`config.mk`:
```
export PLATFORM = sky130hd
export DESIGN_NAME = cis_irq_sequencer
export DESIGN_NICKNAME = d
export VERILOG_FILES = /design/src/cis_pkg.sv /design/src/cis_irq_sequencer.sv
export VERILOG_INCLUDE_DIRS = /design/src
export SDC_FILE = /design/constraint.sdc
export NUM_CORES = 1
export LEC_CHECK = 0
export ABC_AREA = 0
export BUFFER_PORTS_ARGS = -buffer_cell sky130_fd_sc_hd__buf_4
export CAP_MARGIN = 25
export CORE_MARGIN = 2
export CORE_UTILIZATION = 31
export CTS_CLUSTER_SIZE = 25
export DETAILED_ROUTE_END_ITERATION = 8
export GPL_TIMING_DRIVEN = 0
export PLACE_DENSITY = 0.53
export SETUP_SLACK_MARGIN = 0.2
export SLEW_MARGIN = 10
export SYNTH_ARGS = -nofsm -noshare
export SYNTH_HDL_FRONTEND = slang
export SYNTH_SLANG_ARGS = --single-unit
```
`constraint.sdc`:
```
create_clock -name clk -period 3.3 [get_ports clk]
set_clock_uncertainty 0.2 [all_clocks]
set_input_delay 0.165 -clock clk [delete_from_list [all_inputs] [get_ports clk]]
set_output_delay 0.165 -clock clk [all_outputs]
set_load 0.02 [all_outputs]
```
`src/cis_consts.svh`:
```
// Operation
// - Taking an interrupt clears global enable
// - Global enable set in handler allows nesting
// - Return instruction sets global enable
// - Flag cleared when vectoring to handler
// - Writing one clears flag, zero keeps
// - Event sets flag even when disabled
// - Flags held while global enable clear
// - Level requests persist while condition holds
// - Vanished level request takes no interrupt
// - One main instruction runs after return
// - Disable instruction blocks same-cycle interrupts
// - Instruction after enable runs before interrupts
// - Entry takes four cycles, pushes counter
// - Vector jump takes three cycles
// - Interrupts wait for instruction completion
// - Wake from sleep adds four cycles
// - Return pops counter, stack plus two
// - Program counter is twelve bits
// - Take needs own and global enable
// - Lower vector index wins priority
// - Entry push lowers stack by two
// - Relocate bit moves vectors to boot
//
// Purpose: constants of the interrupt sequencer
// Assumes: 32-bit AXI4-Lite register bus
// Notes:   offsets are byte addresses
`ifndef CIS_CONSTS_SVH
`define CIS_CONSTS_SVH
`define CIS_NSRC        8
`define CIS_IDXW        3
`define CIS_PCW         12
`define CIS_SPW         16
`define CIS_OFF_CTRL    5'h00
`define CIS_OFF_ENABLE  5'h04
`define CIS_OFF_FLAG    5'h08
`define CIS_OFF_LEVEL   5'h0C
`define CIS_OFF_SP      5'h10
`define CIS_OFF_STATUS  5'h14
`define CIS_CTRL_GIE    0
`define CIS_CTRL_VECTOR_RELOCATE_SELECT  1
`define CIS_SP_RST      16'h0000
`define CIS_BOOT_BASE   12'hC00
`define CIS_APP_BASE    12'h000
`define CIS_ENTRY_CYC   3'h4
`define CIS_WAKE_CYC    3'h4
`define CIS_JUMP_CYC    3'h3
`define CIS_RET_CYC     3'h4
`define CIS_RESP_OK     2'h0
`define CIS_RESP_ERR    2'h2
`endif

```
`src/cis_pkg.sv`:
```
// Purpose: types of the interrupt sequencer
// Assumes: constants header alongside
// Notes:   none
`include "cis_consts.svh"
package cis_pkg;
  typedef enum logic [4:0] {
    CIS_IDLE  = 5'h01,
    CIS_WAKE  = 5'h02,
    CIS_ENTRY = 5'h04,
    CIS_JUMP  = 5'h08,
    CIS_RET   = 5'h10
  } cis_state_e;
  typedef struct packed {
    logic        we;
    logic        re;
    logic [15:0] addr;
    logic [7:0]  wdata;
  } cis_stk_s;
  typedef struct packed {
    cis_state_e  state;
    logic [2:0]  cnt;
    logic        gie;
    logic        vector_relocate_select;
    logic        holdOne;
    logic [7:0]  en;
    logic [7:0]  flag;
    logic [7:0]  lvl;
    logic [15:0] sp;
    logic [2:0]  srcIdx;
    logic [11:0] pcLatch;
    logic [3:0]  retHi;
    logic        irqAck;
    logic        pcLoad;
    logic [11:0] pcLoadAddr;
    logic        coreHold;
    cis_stk_s    stk;
    logic        awHeld;
    logic [4:0]  awAddr;
    logic        wHeld;
    logic [31:0] wData;
    logic [3:0]  wStrb;
    logic        awRdy;
    logic        wRdy;
    logic        bValid;
    logic [1:0]  bResp;
    logic        arRdy;
    logic        rValid;
    logic [31:0] rData;
    logic [1:0]  rResp;
  } cis_st_s;
endpackage

```
`src/cis_irq_sequencer.sv`:
```
// Purpose: interrupt entry and return sequencing for an 8-bit core
// Assumes: core pulses instrDone when an instruction fully completes
// Notes:   stack memory read data arrives one cycle after stk.re
`timescale 1ns/1ps
`include "cis_consts.svh"
module cis_irq_sequencer
  import cis_pkg::*;
(
  input  wire logic        clk,
  input  wire logic        arst_n,
  input  wire logic        instrDone,
  input  wire logic        instrCli,
  input  wire logic        instrSei,
  input  wire logic        instrReti,
  input  wire logic        coreSleep,
  input  wire logic [11:0] curPc,
  input  wire logic [7:0]  evtPulse,
  input  wire logic [7:0]  levelReq,
  input  wire logic [7:0]  stkRdata,
  output cis_stk_s         stk,
  output logic             irqAck,
  output logic             pcLoad,
  output logic [11:0]      pcLoadAddr,
  output logic             coreHold,
  output logic             gieOut,
  input  wire logic [31:0] s_axi_awaddr,
  input  wire logic        s_axi_awvalid,
  output logic             s_axi_awready,
  input  wire logic [31:0] s_axi_wdata,
  input  wire logic [3:0]  s_axi_wstrb,
  input  wire logic        s_axi_wvalid,
  output logic             s_axi_wready,
  output logic [1:0]       s_axi_bresp,
  output logic             s_axi_bvalid,
  input  wire logic        s_axi_bready,
  input  wire logic [31:0] s_axi_araddr,
  input  wire logic        s_axi_arvalid,
  output logic             s_axi_arready,
  output logic [31:0]      s_axi_rdata,
  output logic [1:0]       s_axi_rresp,
  output logic             s_axi_rvalid,
  input  wire logic        s_axi_rready
);

  ////////////////////////////////////////////////////////////////////////////
  // Helpers

  function automatic logic addrHit(input logic [4:0] a);
    addrHit = (a == `CIS_OFF_CTRL) || (a == `CIS_OFF_ENABLE) || (a == `CIS_OFF_FLAG) ||
              (a == `CIS_OFF_LEVEL) || (a == `CIS_OFF_SP) || (a == `CIS_OFF_STATUS);
  endfunction

  // Lowest index is the highest priority
  function automatic logic [2:0] prioPick(input logic [7:0] p);
    logic [2:0] idx;
    idx = 3'h0;
    for (int i = `CIS_NSRC - 1; i >= 0; i--) begin
      if (p[i]) begin
        idx = i[2:0];
      end
    end
    prioPick = idx;
  endfunction

  function automatic logic [31:0] byteMerge(input logic [31:0] old, input logic [31:0] d,
                                           input logic [3:0] s);
    logic [31:0] m;
    m = old;
    for (int b = 0; b < 4; b++) begin
      if (s[b]) begin
        m[b*8 +: 8] = d[b*8 +: 8];
      end
    end
    byteMerge = m;
  endfunction

  cis_st_s    st_r;
  cis_st_s    st_nxt;
  logic [7:0] pend;

  ////////////////////////////////////////////////////////////////////////////
  // Request qualification

  generate
    for (genvar g = 0; g < `CIS_NSRC; g++) begin : gPend
      assign pend[g] = st_r.en[g] &
                       (st_r.lvl[g] ? levelReq[g] : st_r.flag[g]);
    end
  endgenerate

  ////////////////////////////////////////////////////////////////////////////
  // Next state

  always_comb begin
    logic [7:0]  flagClr;
    logic [31:0] cur;
    logic        busWr;
    logic [11:0] vecBase;
    st_nxt     = st_r;
    flagClr    = 8'h00;
    cur        = 32'h0000_0000;
    busWr      = 1'b0;
    vecBase    = st_r.vector_relocate_select ? `CIS_BOOT_BASE : `CIS_APP_BASE;
    st_nxt.irqAck  = 1'b0;
    st_nxt.pcLoad  = 1'b0;
    st_nxt.stk.we  = 1'b0;
    st_nxt.stk.re  = 1'b0;

    // AXI4-Lite address and data taken independently
    if (s_axi_awvalid && st_r.awRdy) begin
      st_nxt.awHeld = 1'b1;
      st_nxt.awAddr = s_axi_awaddr[4:0];
    end
    if (s_axi_wvalid && st_r.wRdy) begin
      st_nxt.wHeld = 1'b1;
      st_nxt.wData = s_axi_wdata;
      st_nxt.wStrb = s_axi_wstrb;
    end
    if (st_r.bValid && s_axi_bready) begin
      st_nxt.bValid = 1'b0;
    end
    if (st_r.awHeld && st_r.wHeld && !st_r.bValid) begin
      busWr         = addrHit(st_r.awAddr) && (st_r.awAddr != `CIS_OFF_STATUS);
      st_nxt.awHeld = 1'b0;
      st_nxt.wHeld  = 1'b0;
      st_nxt.bValid = 1'b1;
      st_nxt.bResp  = busWr ? `CIS_RESP_OK : `CIS_RESP_ERR;
    end

    // Software register writes
    if (busWr) begin
      case (st_r.awAddr)
        `CIS_OFF_CTRL: begin
          cur = byteMerge({30'h0, st_r.vector_relocate_select, st_r.gie}, st_r.wData, st_r.wStrb);
          st_nxt.gie   = cur[`CIS_CTRL_GIE];
          st_nxt.vector_relocate_select = cur[`CIS_CTRL_VECTOR_RELOCATE_SELECT];
        end
        `CIS_OFF_ENABLE: begin
          cur       = byteMerge({24'h0, st_r.en}, st_r.wData, st_r.wStrb);
          st_nxt.en = cur[7:0];
        end
        `CIS_OFF_FLAG: begin
          if (st_r.wStrb[0]) begin
            flagClr = st_r.wData[7:0];
          end
        end
        `CIS_OFF_LEVEL: begin
          cur        = byteMerge({24'h0, st_r.lvl}, st_r.wData, st_r.wStrb);
          st_nxt.lvl = cur[7:0];
        end
        `CIS_OFF_SP: begin
          cur       = byteMerge({16'h0, st_r.sp}, st_r.wData, st_r.wStrb);
          st_nxt.sp = cur[15:0];
        end
        default: begin
          cur = 32'h0000_0000;
        end
      endcase
    end

    // Sequencer
    case (st_r.state)
      CIS_IDLE: begin
        if (instrDone || coreSleep) begin
          st_nxt.holdOne = 1'b0;
          if (instrDone && instrCli) begin
            st_nxt.gie = 1'b0;
          end else if (instrDone && instrReti) begin
            st_nxt.state = CIS_RET;
            st_nxt.cnt   = 3'h0;
          end else if (instrDone && instrSei) begin
            st_nxt.gie     = 1'b1;
            st_nxt.holdOne = 1'b1;
          end else if (st_r.gie && !st_r.holdOne && (|pend)) begin
            st_nxt.srcIdx  = prioPick(pend);
            st_nxt.gie     = 1'b0;
            st_nxt.irqAck  = 1'b1;
            st_nxt.pcLatch = curPc;
            st_nxt.state   = coreSleep ? CIS_WAKE : CIS_ENTRY;
            st_nxt.cnt     = 3'h0;
          end
        end
      end
      CIS_WAKE: begin
        st_nxt.cnt = st_r.cnt + 3'h1;
        if (st_r.cnt == `CIS_WAKE_CYC - 3'h1) begin
          st_nxt.state = CIS_ENTRY;
          st_nxt.cnt   = 3'h0;
        end
      end
      CIS_ENTRY: begin
        st_nxt.cnt = st_r.cnt + 3'h1;
        if (st_r.cnt == 3'h0) begin
          st_nxt.stk.we    = 1'b1;
          st_nxt.stk.addr  = st_r.sp;
          st_nxt.stk.wdata = st_r.pcLatch[7:0];
        end else if (st_r.cnt == 3'h1) begin
          st_nxt.stk.we    = 1'b1;
          st_nxt.stk.addr  = st_r.sp - 16'h0001;
          st_nxt.stk.wdata = {4'h0, st_r.pcLatch[11:8]};
          st_nxt.sp        = st_r.sp - 16'h0002;
        end else if (st_r.cnt == `CIS_ENTRY_CYC - 3'h1) begin
          st_nxt.pcLoad     = 1'b1;
          st_nxt.pcLoadAddr = vecBase + 12'h001 + {9'h000, st_r.srcIdx};
          if (!st_r.lvl[st_r.srcIdx]) begin
            flagClr[st_r.srcIdx] = 1'b1;
          end
          st_nxt.state = CIS_JUMP;
          st_nxt.cnt   = 3'h0;
        end
      end
      CIS_JUMP: begin
        st_nxt.cnt = st_r.cnt + 3'h1;
        if (st_r.cnt == `CIS_JUMP_CYC - 3'h1) begin
          st_nxt.state = CIS_IDLE;
          st_nxt.cnt   = 3'h0;
        end
      end
      CIS_RET: begin
        st_nxt.cnt = st_r.cnt + 3'h1;
        if (st_r.cnt == 3'h0) begin
          st_nxt.stk.re   = 1'b1;
          st_nxt.stk.addr = st_r.sp + 16'h0001;
        end else if (st_r.cnt == 3'h1) begin
          st_nxt.stk.re   = 1'b1;
          st_nxt.stk.addr = st_r.sp + 16'h0002;
        end else if (st_r.cnt == 3'h2) begin
          st_nxt.retHi = stkRdata[3:0];
        end else if (st_r.cnt == `CIS_RET_CYC - 3'h1) begin
          st_nxt.pcLoad     = 1'b1;
          st_nxt.pcLoadAddr = {st_r.retHi, stkRdata};
          st_nxt.sp         = st_r.sp + 16'h0002;
          st_nxt.gie        = 1'b1;
          st_nxt.holdOne    = 1'b1;
          st_nxt.state      = CIS_IDLE;
          st_nxt.cnt        = 3'h0;
        end
      end
      default: begin
        st_nxt.state = CIS_IDLE;
        st_nxt.cnt   = 3'h0;
      end
    endcase

    // events latch regardless of enables; set wins
    st_nxt.flag = (st_r.flag & ~flagClr) | (evtPulse & ~st_r.lvl);

    // Read channel
    if (st_r.rValid && s_axi_rready) begin
      st_nxt.rValid = 1'b0;
    end
    if (s_axi_arvalid && st_r.arRdy) begin
      st_nxt.rValid = 1'b1;
      st_nxt.rResp  = addrHit(s_axi_araddr[4:0]) && (s_axi_araddr[31:5] == 27'h0) ?
                      `CIS_RESP_OK : `CIS_RESP_ERR;
      case (s_axi_araddr[4:0])
        `CIS_OFF_CTRL:   st_nxt.rData = {30'h0, st_r.vector_relocate_select, st_r.gie};
        `CIS_OFF_ENABLE: st_nxt.rData = {24'h0, st_r.en};
        `CIS_OFF_FLAG:   st_nxt.rData = {24'h0, st_r.flag};
        `CIS_OFF_LEVEL:  st_nxt.rData = {24'h0, st_r.lvl};
        `CIS_OFF_SP:     st_nxt.rData = {16'h0, st_r.sp};
        `CIS_OFF_STATUS: st_nxt.rData = {8'h0, pend, 1'b0, st_r.srcIdx, st_r.holdOne,
                                         st_r.state[4:2], 6'h00, st_r.state[1:0]};
        default:         st_nxt.rData = 32'h0000_0000;
      endcase
      if (s_axi_araddr[31:5] != 27'h0) begin
        st_nxt.rData = 32'h0000_0000;
      end
    end

    st_nxt.awRdy    = !st_nxt.awHeld && !st_nxt.bValid;
    st_nxt.wRdy     = !st_nxt.wHeld && !st_nxt.bValid;
    st_nxt.arRdy    = !st_nxt.rValid;
    st_nxt.coreHold = (st_nxt.state != CIS_IDLE);
  end

  ////////////////////////////////////////////////////////////////////////////
  // State register

  always_ff @(posedge clk or negedge arst_n) begin
    if (!arst_n) begin
      st_r       <= '0;
      st_r.state <= CIS_IDLE;
      st_r.sp    <= `CIS_SP_RST;
    end else begin
      st_r <= st_nxt;
    end
  end

  ////////////////////////////////////////////////////////////////////////////
  // Outputs

  assign stk           = st_r.stk;
  assign irqAck        = st_r.irqAck;
  assign pcLoad        = st_r.pcLoad;
  assign pcLoadAddr    = st_r.pcLoadAddr;
  assign coreHold      = st_r.coreHold;
  assign gieOut        = st_r.gie;
  assign s_axi_awready = st_r.awRdy;
  assign s_axi_wready  = st_r.wRdy;
  assign s_axi_bvalid  = st_r.bValid;
  assign s_axi_bresp   = st_r.bResp;
  assign s_axi_arready = st_r.arRdy;
  assign s_axi_rvalid  = st_r.rValid;
  assign s_axi_rdata   = st_r.rData;
  assign s_axi_rresp   = st_r.rResp;

endmodule // cis_irq_sequencer

```
* Word-level counts from Yosys, hierarchy flattened
Index checks and enable logic that the tools add are counted.
Widths: inputs -> output; s select.
** Word-level totals
- Bits in registers :: 195
- Latch bits :: 0
- Bits in writable memories :: 0
- Memory bits (read-only) :: 0
- Bits of input ports :: 148
- Output and inout port bits :: 83
- Memories kept :: 0
** Cells by class
- $add $sub $neg :: 7
- $mul :: 0
- Divide/modulo/power cells :: 0
- Order comparisons :: 2
- Eq/ne operators :: 33
- Shift-type cells :: 0
- Multiplexer cells :: 108
- Bitwise gates (word level) :: 19
- Reductions and logical operators :: 53
** Operator list (count)
- $mux 8 :: 18
- $pmux 24 s6 :: 1
- $mux 16 :: 8
- $mux 13 :: 7
- $pmux 16 s2 :: 2
- $mux 9 :: 6
- $mux 24 :: 2
- $pmux 8 s5 :: 1
- $mux 37 :: 1
- $mux 1 :: 36
- $mux 35 :: 1
- $mux 17 :: 2
- $mux 32 :: 1
- $mux 3 :: 10
- $logic_not 27->1 :: 1
- $reduce_bool 27->1 :: 1
- $pmux 13 s2 :: 1
- $eq 5x4->1 const B :: 5
- $eq 5x5->1 const B :: 5
- $ne 2x2->1 const B :: 9
- $logic_and 1x1->1 :: 17
- $add 16x1->16 const B :: 1
- $add 16x2->16 const B :: 1
- $and 8x8->8 :: 2
- other kinds (36) :: 83

* Logic depth before layout (Yosys ltp)
Gate-level depths: netlist of the first run.
- Word-level depth :: 18
- Gate-level depth with buffers :: 10
- Depth with buffers taken out :: 8

* Least setup slack after synthesis of the first run
No wires, ideal clock.
- Path kind :: flip-flop to flip-flop
- From :: reg st_r[145] (netlist bit)
- To :: reg st_r (netlist bit stk[17])
- Setup time :: 0.116 ns
- Arrival :: 2.254 ns
- Required time :: 2.984 ns
- Setup slack :: 0.731 ns
- Cell stages (with the launch flop) :: 10
- Buffers on the path :: 1
- Path through :: dfrtp_1 clkbuf_1 inv_1 ha_1 nor3b_1 nand2_1 nor3_1 o311ai_0 xor2_1 o311ai_0
** Between the ends
- Word-level cells in the longest chain between the ends :: 4
- Elaborated cells between the ends (all ways) :: 8
- Classes of those cells :: add/sub (3); mux (5)
** Ends and longest elaborated chain
- start: declaration :: line cis_irq_sequencer.sv:77 : cis_st_s st_r;
- start signal: assignment :: line cis_irq_sequencer.sv:286 : st_r <= st_nxt;
- $add 16x2->16 or $sub 16x1->16 (tied branches) :: line cis_irq_sequencer.sv:226, cis_irq_sequencer.sv:199
- $mux 17 or $mux 24 (tied branches) :: line cis_irq_sequencer.sv:224, cis_irq_sequencer.sv:197
- $mux 17 or $mux 24 (tied branches) :: line cis_irq_sequencer.sv:221, cis_irq_sequencer.sv:193
- $pmux 16 s2 (*) :: line cis_irq_sequencer.sv:162 : case (st_r.state)
Every way passes the cells marked *; elsewhere a longest branch is shown, timed or not. The select of a mux whose other input is x is not followed.
A chain may end at the register's enable or synchronous reset.

==> impl_results.html, run 1 <==
<table>
<tr><th>Metric</th><th>Value</th></tr>
<tr><th colspan="2">Pwr</th></tr>
<tr><td>Net switching power figure</td><td>3.40 mW</td></tr>
<tr><td>PD cells</td><td>663 nW/µm²</td></tr>
<tr><td>Switching power share of the total</td><td>39.7%</td></tr>
<tr><td>Final Power</td><td>8.56 mW</td></tr>
<tr><td>Combinational share of power</td><td>39.6%</td></tr>
<tr><td>Peak supply drop</td><td>0.465 mV</td></tr>
<tr><td>Power Internal</td><td>5.16 mW</td></tr>
<tr><td>Part of the power in the clock network</td><td>24.7%</td></tr>
<tr><td>Part of the total power dissipated in sequential elements</td><td>35.7%</td></tr>
<tr><td>Static leakage</td><td>5.98 nW</td></tr>
<tr><th colspan="2">Worst setup path</th></tr>
<tr><td>Buffers &amp; Inverters on Critical Path</td><td>4</td></tr>
<tr><td>Delay of the slowest cell on the worst path</td><td>0.48 ns</td></tr>
<tr><td>Setup CP Type</td><td>register to register</td></tr>
<tr><td>Crit Path Max Fanout</td><td>10</td></tr>
<tr><td>Required arrival time at the worst endpoint</td><td>3.43 ns</td></tr>
<tr><td>Cell at the slowest stage of the critical path</td><td>or4_1</td></tr>
<tr><td>Cell chain of the critical path</td><td>buf_2 -&gt; inv_1 -&gt; ha_1 -&gt; clkbuf_1 -&gt; and3_1 -&gt; buf_2 -&gt; nand2b_1 -&gt; or4_1 -&gt; a32o_1</td></tr>
<tr><td>Crit end category</td><td>register</td></tr>
<tr><td>Data arrival time of the critical path</td><td>3.10 ns</td></tr>
<tr><td>Library cell appearing most often on the critical path</td><td>buf_2</td></tr>
<tr><td>Critical Path Source Type</td><td>register</td></tr>
<tr><td>Family with the most delay on the worst path</td><td>simple AND/OR/NAND/NOR gates</td></tr>
<tr><th colspan="2">Place</th></tr>
<tr><td>Setup slack after placement</td><td>-0.193 ns</td></tr>
<tr><td>Placed Cells incl. Taps</td><td>1586</td></tr>
<tr><td>Post-place instance area</td><td>11600 µm²</td></tr>
<tr><td>DPL Wire Length</td><td>24500 µm</td></tr>
<tr><td>Number of buffers inserted by port buffering</td><td>174</td></tr>
<tr><td>Final estimated routing congestion in global placement</td><td>0.930</td></tr>
<tr><th colspan="2">Hold path</th></tr>
<tr><td>HP Class</td><td>input port to register</td></tr>
<tr><th colspan="2">Global routing</th></tr>
<tr><td>Antenna violations before repair</td><td>0</td></tr>
<tr><td>Busiest metal layer after global routing</td><td>met2</td></tr>
<tr><td>Vias in the first global route</td><td>8683</td></tr>
<tr><td>Met2 Resource Use GR</td><td>33.5%</td></tr>
<tr><td>Largest net degree at the start of global routing</td><td>93</td></tr>
<tr><td>Global routing met3 resource utilization</td><td>3.67%</td></tr>
<tr><td>Overall Global Routing Usage</td><td>20.0%</td></tr>
<tr><td>Fraction of met1 tracks used by global routing</td><td>26.6%</td></tr>
<tr><td>Overflow left after global routing</td><td>0</td></tr>
<tr><td>Global-route wire length before repair</td><td>50800 µm</td></tr>
<tr><th colspan="2">Final layout</th></tr>
<tr><td>Fillcell total</td><td>3093</td></tr>
<tr><td>Design area</td><td>12900 µm²</td></tr>
<tr><td>Area growth syn-to-layout</td><td>32.7%</td></tr>
<tr><td>Utilization after layout</td><td>42.0%</td></tr>
<tr><td>Antenna Cells</td><td>0</td></tr>
<tr><td>Fraction of layout instances using a drive strength above 1</td><td>30.8%</td></tr>
<tr><td>Layout Cells excl Fill</td><td>1683</td></tr>
<tr><td>Reg area</td><td>4180 µm²</td></tr>
<tr><td>Net count reported at finish</td><td>1434</td></tr>
<tr><td>Combined area of the multi-input logic cells</td><td>4640 µm²</td></tr>
<tr><th colspan="2">Logic synthesis</th></tr>
<tr><td>Synth Warn #</td><td>0</td></tr>
<tr><td>Total of flip-flops plus latches after synthesis</td><td>167</td></tr>
<tr><td>Cell types with the largest area share after synthesis</td><td>dfrtp_1 43%, mux2_2 6.1%, buf_4 5.8%, nand2_1 3.6%, a22o_1 3.5%</td></tr>
<tr><td>Post-synthesis instance area</td><td>9730 µm²</td></tr>
<tr><td>Asr flop ratio synth</td><td>100%</td></tr>
<tr><td>Most frequently used cell type in the post-synthesis netlist</td><td>dfrtp_1</td></tr>
<tr><td>Top cell type's share of synthesized area</td><td>42.7%</td></tr>
<tr><td>Top cell types by occurrence after synthesis</td><td>166 x dfrtp_1, 94 x nand2_1, 75 x buf_4</td></tr>
<tr><td>Number of instances in the synthesized netlist</td><td>1006</td></tr>
<tr><td>Largest area contributor in the synthesized netlist</td><td>dfrtp_1</td></tr>
<tr><td>Number of enable flip-flop cells after synthesis</td><td>0</td></tr>
<tr><td>Top_reg_cell synth</td><td>dfrtp_1</td></tr>
<tr><td>Syn Area/Cell</td><td>9.68 µm²</td></tr>
<tr><td>Distinct cells, synth</td><td>76</td></tr>
<tr><td>Register area share after synthesis</td><td>42.9%</td></tr>
<tr><th colspan="2">Floorplanning</th></tr>
<tr><td>Floorplan die area</td><td>32800 µm²</td></tr>
<tr><td>Effective utilization at floorplan</td><td>31.7%</td></tr>
<tr><td>Die X-Extent</td><td>181 µm</td></tr>
<tr><td>Core area</td><td>30700 µm²</td></tr>
<tr><td>Number of placement rows</td><td>64</td></tr>
<tr><td>Number of placed I/O pins</td><td>231</td></tr>
<tr><td>Die Ht</td><td>181 µm</td></tr>
<tr><th colspan="2">Routing</th></tr>
<tr><td>Routed WL per cell</td><td>19.5 µm</td></tr>
<tr><td>Wire length reported by the detailed router</td><td>32900 µm</td></tr>
<tr><td>DRC errors left</td><td>0</td></tr>
<tr><td>ANT nets after route</td><td>0</td></tr>
<tr><td>DR pass1 iterations</td><td>7</td></tr>
<tr><td>First-iteration detailed-routing DRC count</td><td>670</td></tr>
<tr><td>Overall via count from detail_route</td><td>8763</td></tr>
<tr><td>Vias per cell</td><td>5.21</td></tr>
<tr><th colspan="2">Run</th></tr>
<tr><td>Number of max-cap violations</td><td>0</td></tr>
<tr><th colspan="2">Outcome</th></tr>
<tr><td>Status</td><td>complete, no violations</td></tr>
<tr><th colspan="2">STA</th></tr>
<tr><td>Final Hold Slack</td><td>0.0308 ns</td></tr>
<tr><td>Unrepaired setup endpoints after global routing</td><td>yes</td></tr>
<tr><td>TNS Setup</td><td>0 ns</td></tr>
<tr><td>Final cycle utilization of the critical path</td><td>89.9%</td></tr>
<tr><td># setup viols final</td><td>0</td></tr>
<tr><td>Worst Tran Pin Value</td><td>1.06 ns</td></tr>
<tr><td>Post-route worst setup slack</td><td>0.332 ns</td></tr>
<tr><td>Peak Freq</td><td>337 MHz</td></tr>
<tr><td>Min cycle time layout</td><td>2.97 ns</td></tr>
<tr><td>Slew Limit Headroom</td><td>28.9%</td></tr>
<tr><td>Final Hold Fails</td><td>0</td></tr>
<tr><td>Number of pins with negative max-slew slack in the final report</td><td>0</td></tr>
<tr><th colspan="2">CTS</th></tr>
<tr><td>Clock Sinks</td><td>167</td></tr>
<tr><td>Later-pin clock latency in the skew report</td><td>0.45 ns</td></tr>
<tr><td>TritonCTS clock tree</td><td>built</td></tr>
<tr><td>CTS HTree Levels</td><td>4</td></tr>
<tr><td>Number of buffers inserted during clock tree synthesis</td><td>17</td></tr>
<tr><td>CTS root buffer</td><td>clkbuf_16</td></tr>
<tr><td>Clock-pin slew of the registers on the worst-case setup and hold paths</td><td>0.08 ns</td></tr>
<tr><td>Deepest clock path buffer count</td><td>2</td></tr>
<tr><td>Post-CTS Repair Setup Buffers</td><td>0</td></tr>
</table>
per-layer routing:
metal,vias up,routed length [µm]
met2,291,15800
met5,-,0
met4,0,586
met1,4308,14800
li1,4133,-
met3,31,1700
final cells by class:
type	instances	area share (%)
inverters	37	1.09
clock buffers	18	3.40
flip-flops and latches	167	32.4
well taps	396	3.84
multi-input cells	672	35.9
clock inverters	14	1.33
plain buffers	139	6.62
repair buffers	240	15.4
sequential cells by signal, indices dropped and copies added (netlist names):
signal / flops
s_axi_bresp: 1
stk: 26
coreHold: 1
s_axi_arready: 1
irqAck: 1
pcLoad: 1
pcLoadAddr: 12
gieOut: 1
st_r: 94
s_axi_rresp: 1
s_axi_rvalid: 1
s_axi_wready: 1
s_axi_awready: 1
s_axi_rdata: 24
s_axi_bvalid: 1
path summary, 6_finish.rpt:
| path | from | slack (ns) | cells after the start | endpoint |
|---|---|---|---|---|
| max | st_r[189] | 0.33 | 9 | st_r[168] |
| min | levelReq[4] | 0.03 | 4 | s_axi_rdata[20] |
| max reg2reg | st_r[189] | 0.33 | 9 | st_r[168] |
| min reg2reg | st_r[77] | 0.27 | 1 | s_axi_wready |
| max in group asynchronous | arst_n | 1.85 | 3 | st_r[128] |
| min in group asynchronous | arst_n | 0.15 | 2 | st_r[139] |
cell families after synthesis:
logic type | after synthesis | synth area share, %
and+or+nand+nor | 301 | 15.3
AOI/OAI and AO/OA | 245 | 18.4
buffers and inverters | 176 | 10.2
DFF | 167 | 42.9
muxes | 85 | 9.94
xor gates and xnor gates | 19 | 1.71
adders and majority gates | 12 | 1.54
other | 1 | 0.0385
power groups by stage:
stage               Clock, mW  Combinational (mW)  Sequential, mW
floorplan                   0                2.19            2.94
global placement            0                3.23            3.08
CTS                      2.15                3.36            3.05
finish                   2.12                3.39            3.05
detailed placement          0                3.26            3.09
global route             2.24                3.68            3.13
what timing repair did:
item	4_1_cts	5_1_grt
hold buffers	65	0
resized for setup	7	11
endpoints found under the setup margin	4	12
endpoints found under the hold margin	160	0
placed cells by master, fill, tap and decap left out, drive strengths merged, types with 10 or more instances in the layout:
master	netlist	final
a21oi	28	28
a222oi	10	10
a22o	39	39
a31oi	13	13
and3	14	14
buf	93	269
clkbuf	46	63
conb	1	10
dfrtp	166	166
dlygate4sd3	0	65
ha	12	12
inv	36	45
mux2	63	63
mux2i	22	22
nand2	96	96
nand3	19	19
nand4	11	11
nor2	71	71
nor3	21	21
nor4	17	17
o21ai	52	52
o221ai	13	13
o22ai	16	16
o311ai	10	10
xnor2	11	11
worst min-delay path, delay by kind of cell:
family | cells | cell delay, ns
buffers and inverters | 1 | 0.08
muxes | 1 | 0.08
and+or+nand+nor | 1 | 0.17
AOI/OAI and AO/OA | 1 | 0.15
Power figures use the tool's default switching activity.
==> run 2, diff against run 1 <==
--- a/config.mk
+++ b/config.mk
@@ -9,6 +9,7 @@
 export ABC_AREA = 0
 export BUFFER_PORTS_ARGS = -buffer_cell sky130_fd_sc_hd__buf_4
 export CAP_MARGIN = 25
+export CORE_ASPECT_RATIO = 2
 export CORE_MARGIN = 2
 export CORE_UTILIZATION = 31
 export CTS_CLUSTER_SIZE = 25
==> run 2 against run 1 <==
  * Clock-buffer cell count up 1
  * Sequential power about the same
  * Flip-flop and latch count unchanged
  * Critical path type unchanged
  * Power up 0.29%
  * Non-clock buffer count up 7
  * Routed wire length up 9.8%
==> impl_results.html, run 2 (synthesized netlist as in run 1, its figures left out) <==
<table>
<tr><th>Metric</th><th>Value</th></tr>
<tr><th colspan="2">Outcome</th></tr>
<tr><td>Status</td><td>complete, no violations (unchanged)</td></tr>
<tr><th colspan="2">STA</th></tr>
<tr><td># setup viols final</td><td>0 (unchanged)</td></tr>
<tr><td>Post-route worst setup slack</td><td>0.254 ns (was 0.332 ns)</td></tr>
<tr><td>Unrepaired setup endpoints after global routing</td><td>yes (unchanged)</td></tr>
<tr><td>Peak Freq</td><td>328 MHz (was 337 MHz)</td></tr>
<tr><td>Min cycle time layout</td><td>3.05 ns (was 2.97 ns)</td></tr>
<tr><td>Final Hold Fails</td><td>0 (unchanged)</td></tr>
<tr><td>Number of pins with negative max-slew slack in the final report</td><td>0 (unchanged)</td></tr>
<tr><td>Final cycle utilization of the critical path</td><td>92.3% (was 89.9%)</td></tr>
<tr><td>Slew Limit Headroom</td><td>29.2% (was 28.9%)</td></tr>
<tr><td>Worst Tran Pin Value</td><td>1.06 ns (about the same)</td></tr>
<tr><td>Final Hold Slack</td><td>0.0287 ns (was 0.0308 ns)</td></tr>
<tr><th colspan="2">Hold path</th></tr>
<tr><td>Hold-critical path endpoint</td><td>s_axi_rdata[18] (was s_axi_rdata[20])</td></tr>
<tr><td>HP Class</td><td>input port to register (unchanged)</td></tr>
<tr><td>Hold Startpoint</td><td>levelReq[2] (was levelReq[4])</td></tr>
<tr><td>Count of cells along the worst hold path</td><td>4 (unchanged)</td></tr>
<tr><th colspan="2">Pwr</th></tr>
<tr><td>Final Power</td><td>8.59 mW (was 8.56 mW)</td></tr>
<tr><td>Static leakage</td><td>5.98 nW (about the same)</td></tr>
<tr><td>Peak supply drop</td><td>0.372 mV (was 0.465 mV)</td></tr>
<tr><td>PD cells</td><td>661 nW/µm² (was 663 nW/µm²)</td></tr>
<tr><th colspan="2">CTS</th></tr>
<tr><td>CTS HTree Levels</td><td>4 (unchanged)</td></tr>
<tr><td>Post-CTS Repair Setup Buffers</td><td>0 (unchanged)</td></tr>
<tr><td>CTS root buffer</td><td>clkbuf_16 (unchanged)</td></tr>
<tr><td>Deepest clock path buffer count</td><td>2 (unchanged)</td></tr>
<tr><td>TritonCTS clock tree</td><td>built (unchanged)</td></tr>
<tr><td>Number of buffers inserted during clock tree synthesis</td><td>17 (unchanged)</td></tr>
<tr><td>Later-pin clock latency in the skew report</td><td>0.45 ns (about the same)</td></tr>
<tr><td>Clock Sinks</td><td>167 (unchanged)</td></tr>
<tr><td>Clock-pin slew of the registers on the worst-case setup and hold paths</td><td>0.07 ns (was 0.08 ns)</td></tr>
<tr><th colspan="2">Floorplanning</th></tr>
<tr><td>Number of placement rows</td><td>91 (was 64)</td></tr>
<tr><td>Die Ht</td><td>255 µm (was 181 µm)</td></tr>
<tr><td>Core area</td><td>30900 µm² (was 30700 µm²)</td></tr>
<tr><td>Effective utilization at floorplan</td><td>31.5% (was 31.7%)</td></tr>
<tr><td>Floorplan die area</td><td>32900 µm² (was 32800 µm²)</td></tr>
<tr><td>Number of placed I/O pins</td><td>231 (unchanged)</td></tr>
<tr><td>Die X-Extent</td><td>129 µm (was 181 µm)</td></tr>
<tr><th colspan="2">Final layout</th></tr>
<tr><td>Max reg flops</td><td>94 (unchanged)</td></tr>
<tr><td>Leading cell type in the layout, fill and taps excluded</td><td>buf_4 (unchanged)</td></tr>
<tr><td>Design area</td><td>13000 µm² (was 12900 µm²)</td></tr>
<tr><td>Antenna Cells</td><td>0 (unchanged)</td></tr>
<tr><td>Net count reported at finish</td><td>1441 (was 1434)</td></tr>
<tr><td>Area growth syn-to-layout</td><td>33.5% (was 32.7%)</td></tr>
<tr><td>Largest register by flop count</td><td>st_r (unchanged)</td></tr>
<tr><td>Commonest non-fill, non-tap cells in the layout</td><td>248 x buf_4, 166 x dfrtp_1, 94 x nand2_1, 70 x dlygate4sd3_1, 69 x nor2_1 (was 248 x buf_4, 166 x dfrtp_1, 94 x nand2_1, 69 x nor2_1, 65 x dlygate4sd3_1)</td></tr>
<tr><td>Fraction of layout instances using a drive strength above 1</td><td>30.8% (about the same)</td></tr>
<tr><th colspan="2">Worst setup path</th></tr>
<tr><td>Cell at the slowest stage of the critical path</td><td>dfrtp_1 (was or4_1)</td></tr>
<tr><td>R2R Path End</td><td>stk[17] (was st_r[168])</td></tr>
<tr><td>Crit Path Max Fanout</td><td>10 (unchanged)</td></tr>
<tr><td>Crit end category</td><td>register (unchanged)</td></tr>
<tr><td>Required arrival time at the worst endpoint</td><td>3.42 ns (was 3.43 ns)</td></tr>
<tr><td>Critical Path Source Type</td><td>register (unchanged)</td></tr>
<tr><td>Cell depth of the worst flop-to-flop path</td><td>9 (unchanged)</td></tr>
<tr><td>Setup CP Type</td><td>register to register (unchanged)</td></tr>
<tr><td>Cell chain of the critical path</td><td>clkbuf_1 -&gt; inv_1 -&gt; ha_2 -&gt; nor3b_4 -&gt; nand2_1 -&gt; nor3_2 -&gt; o311ai_0 -&gt; xor2_1 -&gt; o311ai_0 (was buf_2 -&gt; inv_1 -&gt; ha_1 -&gt; clkbuf_1 -&gt; and3_1 -&gt; buf_2 -&gt; nand2b_1 -&gt; or4_1 -&gt; a32o_1)</td></tr>
<tr><td>Setup slack of the worst register-to-register path</td><td>0.25 ns (was 0.33 ns)</td></tr>
<tr><td>Data arrival time of the critical path</td><td>3.16 ns (was 3.10 ns)</td></tr>
<tr><td>Library cell appearing most often on the critical path</td><td>o311ai_0 (was buf_2)</td></tr>
<tr><td>Delay of the slowest cell on the worst path</td><td>0.40 ns (was 0.48 ns)</td></tr>
<tr><td>FF-to-FF Start</td><td>st_r[146] (was st_r[189])</td></tr>
<tr><th colspan="2">Routing</th></tr>
<tr><td>ANT nets after route</td><td>0 (unchanged)</td></tr>
<tr><td>Vias per cell</td><td>5.17 (was 5.21)</td></tr>
<tr><td>DRC errors left</td><td>0 (unchanged)</td></tr>
<tr><td>Overall via count from detail_route</td><td>8859 (was 8763)</td></tr>
<tr><td>DR pass1 iterations</td><td>5 (was 7)</td></tr>
<tr><td>Wire length reported by the detailed router</td><td>36100 µm (was 32900 µm)</td></tr>
<tr><td>First-iteration detailed-routing DRC count</td><td>563 (was 670)</td></tr>
<tr><td>Routed WL per cell</td><td>21.1 µm (was 19.5 µm)</td></tr>
<tr><th colspan="2">Run</th></tr>
<tr><td>Number of max-cap violations</td><td>0 (unchanged)</td></tr>
<tr><th colspan="2">Global routing</th></tr>
<tr><td>Overflow left after global routing</td><td>0 (unchanged)</td></tr>
<tr><td>Antenna violations before repair</td><td>0 (unchanged)</td></tr>
<tr><td>Overall Global Routing Usage</td><td>22.1% (was 20.0%)</td></tr>
<tr><td>Vias in the first global route</td><td>9030 (was 8683)</td></tr>
<tr><td>Largest net degree at the start of global routing</td><td>103 (was 93)</td></tr>
<tr><td>Global-route wire length before repair</td><td>53900 µm (was 50800 µm)</td></tr>
<tr><th colspan="2">Place</th></tr>
<tr><td>DPL Wire Length</td><td>27700 µm (was 24500 µm)</td></tr>
<tr><td>Post-place instance area</td><td>11600 µm² (about the same)</td></tr>
<tr><td>Number of buffers inserted by port buffering</td><td>174 (unchanged)</td></tr>
<tr><td>Setup slack after placement</td><td>-0.174 ns (was -0.193 ns)</td></tr>
<tr><td>Final estimated routing congestion in global placement</td><td>0.936 (was 0.930)</td></tr>
</table>
-- run 2: cell types whose count changed in the layout (fill, tap and decap cells not counted), sizes merged --
cell / delta
clkinvlp: +3
dlygate4sd3: +5
clkbuf: +3
inv: -6
clkinv: +1
bufinv: +1
-- run 2: repair_timing --
item,4_1_cts,5_1_grt
hold endpoints to repair,144,0
gates resized for setup,5,12
hold buffers,70,0
setup endpoints to repair,25,12
-- run 2: worst max path at each step --
stage | from | to | cells after the start
after floorplan | st_r[145] | stk[17] | 9
after global placement | st_r[146] | stk[17] | 9
after detailed placement | st_r[146] | stk[17] | 9
after CTS | st_r[146] | stk[17] | 9
after global routing | st_r[146] | stk[17] | 9
final | st_r[146] | stk[17] | 9
-- run 2: cell type report --
class / count / area, µm²
flip-flops and latches: 167 / 4180
plain buffers: 139 / 852
multi-input cells: 672 / 4650
well taps: 418 / 523
repair buffers: 247 / 2050
clock buffers: 19 / 453
fillers: 3050 / 17900
inverters: 37 / 140
clock inverters: 13 / 145
-- run 2: routing by layer --
metal / wire length, µm / up-vias / GRT usage [%]
met5: 0 / - / 0
li1: - / 4151 / -
met4: 2220 / 0 / 12.6
met2: 20300 / 309 / 42.9
met1: 12300 / 4318 / 21.7
met3: 1330 / 81 / 3.40
-- run 2: worst max-delay path, delay by kind of cell (launching register included) --
kind / cells / cell delay (ns)
compound gates: 2 / 0.57
xor+xnor: 1 / 0.18
fa+ha+maj: 1 / 0.34
buf+inv: 2 / 0.51
flops: 1 / 0.40
simple gates: 3 / 0.71
-- run 2: power breakdown --
part | internal [mW] | switching [mW] | total (mW)
Sequential | 2.58 | 0.488 | 3.06
Combinational | 1.50 | 1.96 | 3.46
Clock | 1.16 | 0.900 | 2.06
-- run 2: per-stage QoR --
step	cells	setup TNS (ns)	util (%)
after floorplan	1015	0	-
after global placement	1607	-0.186	37.6
after detailed placement	1609	-0.174	37.7
after CTS	1711	0	42.0
after global routing	1712	0	42.1
final	1712	0	42.1
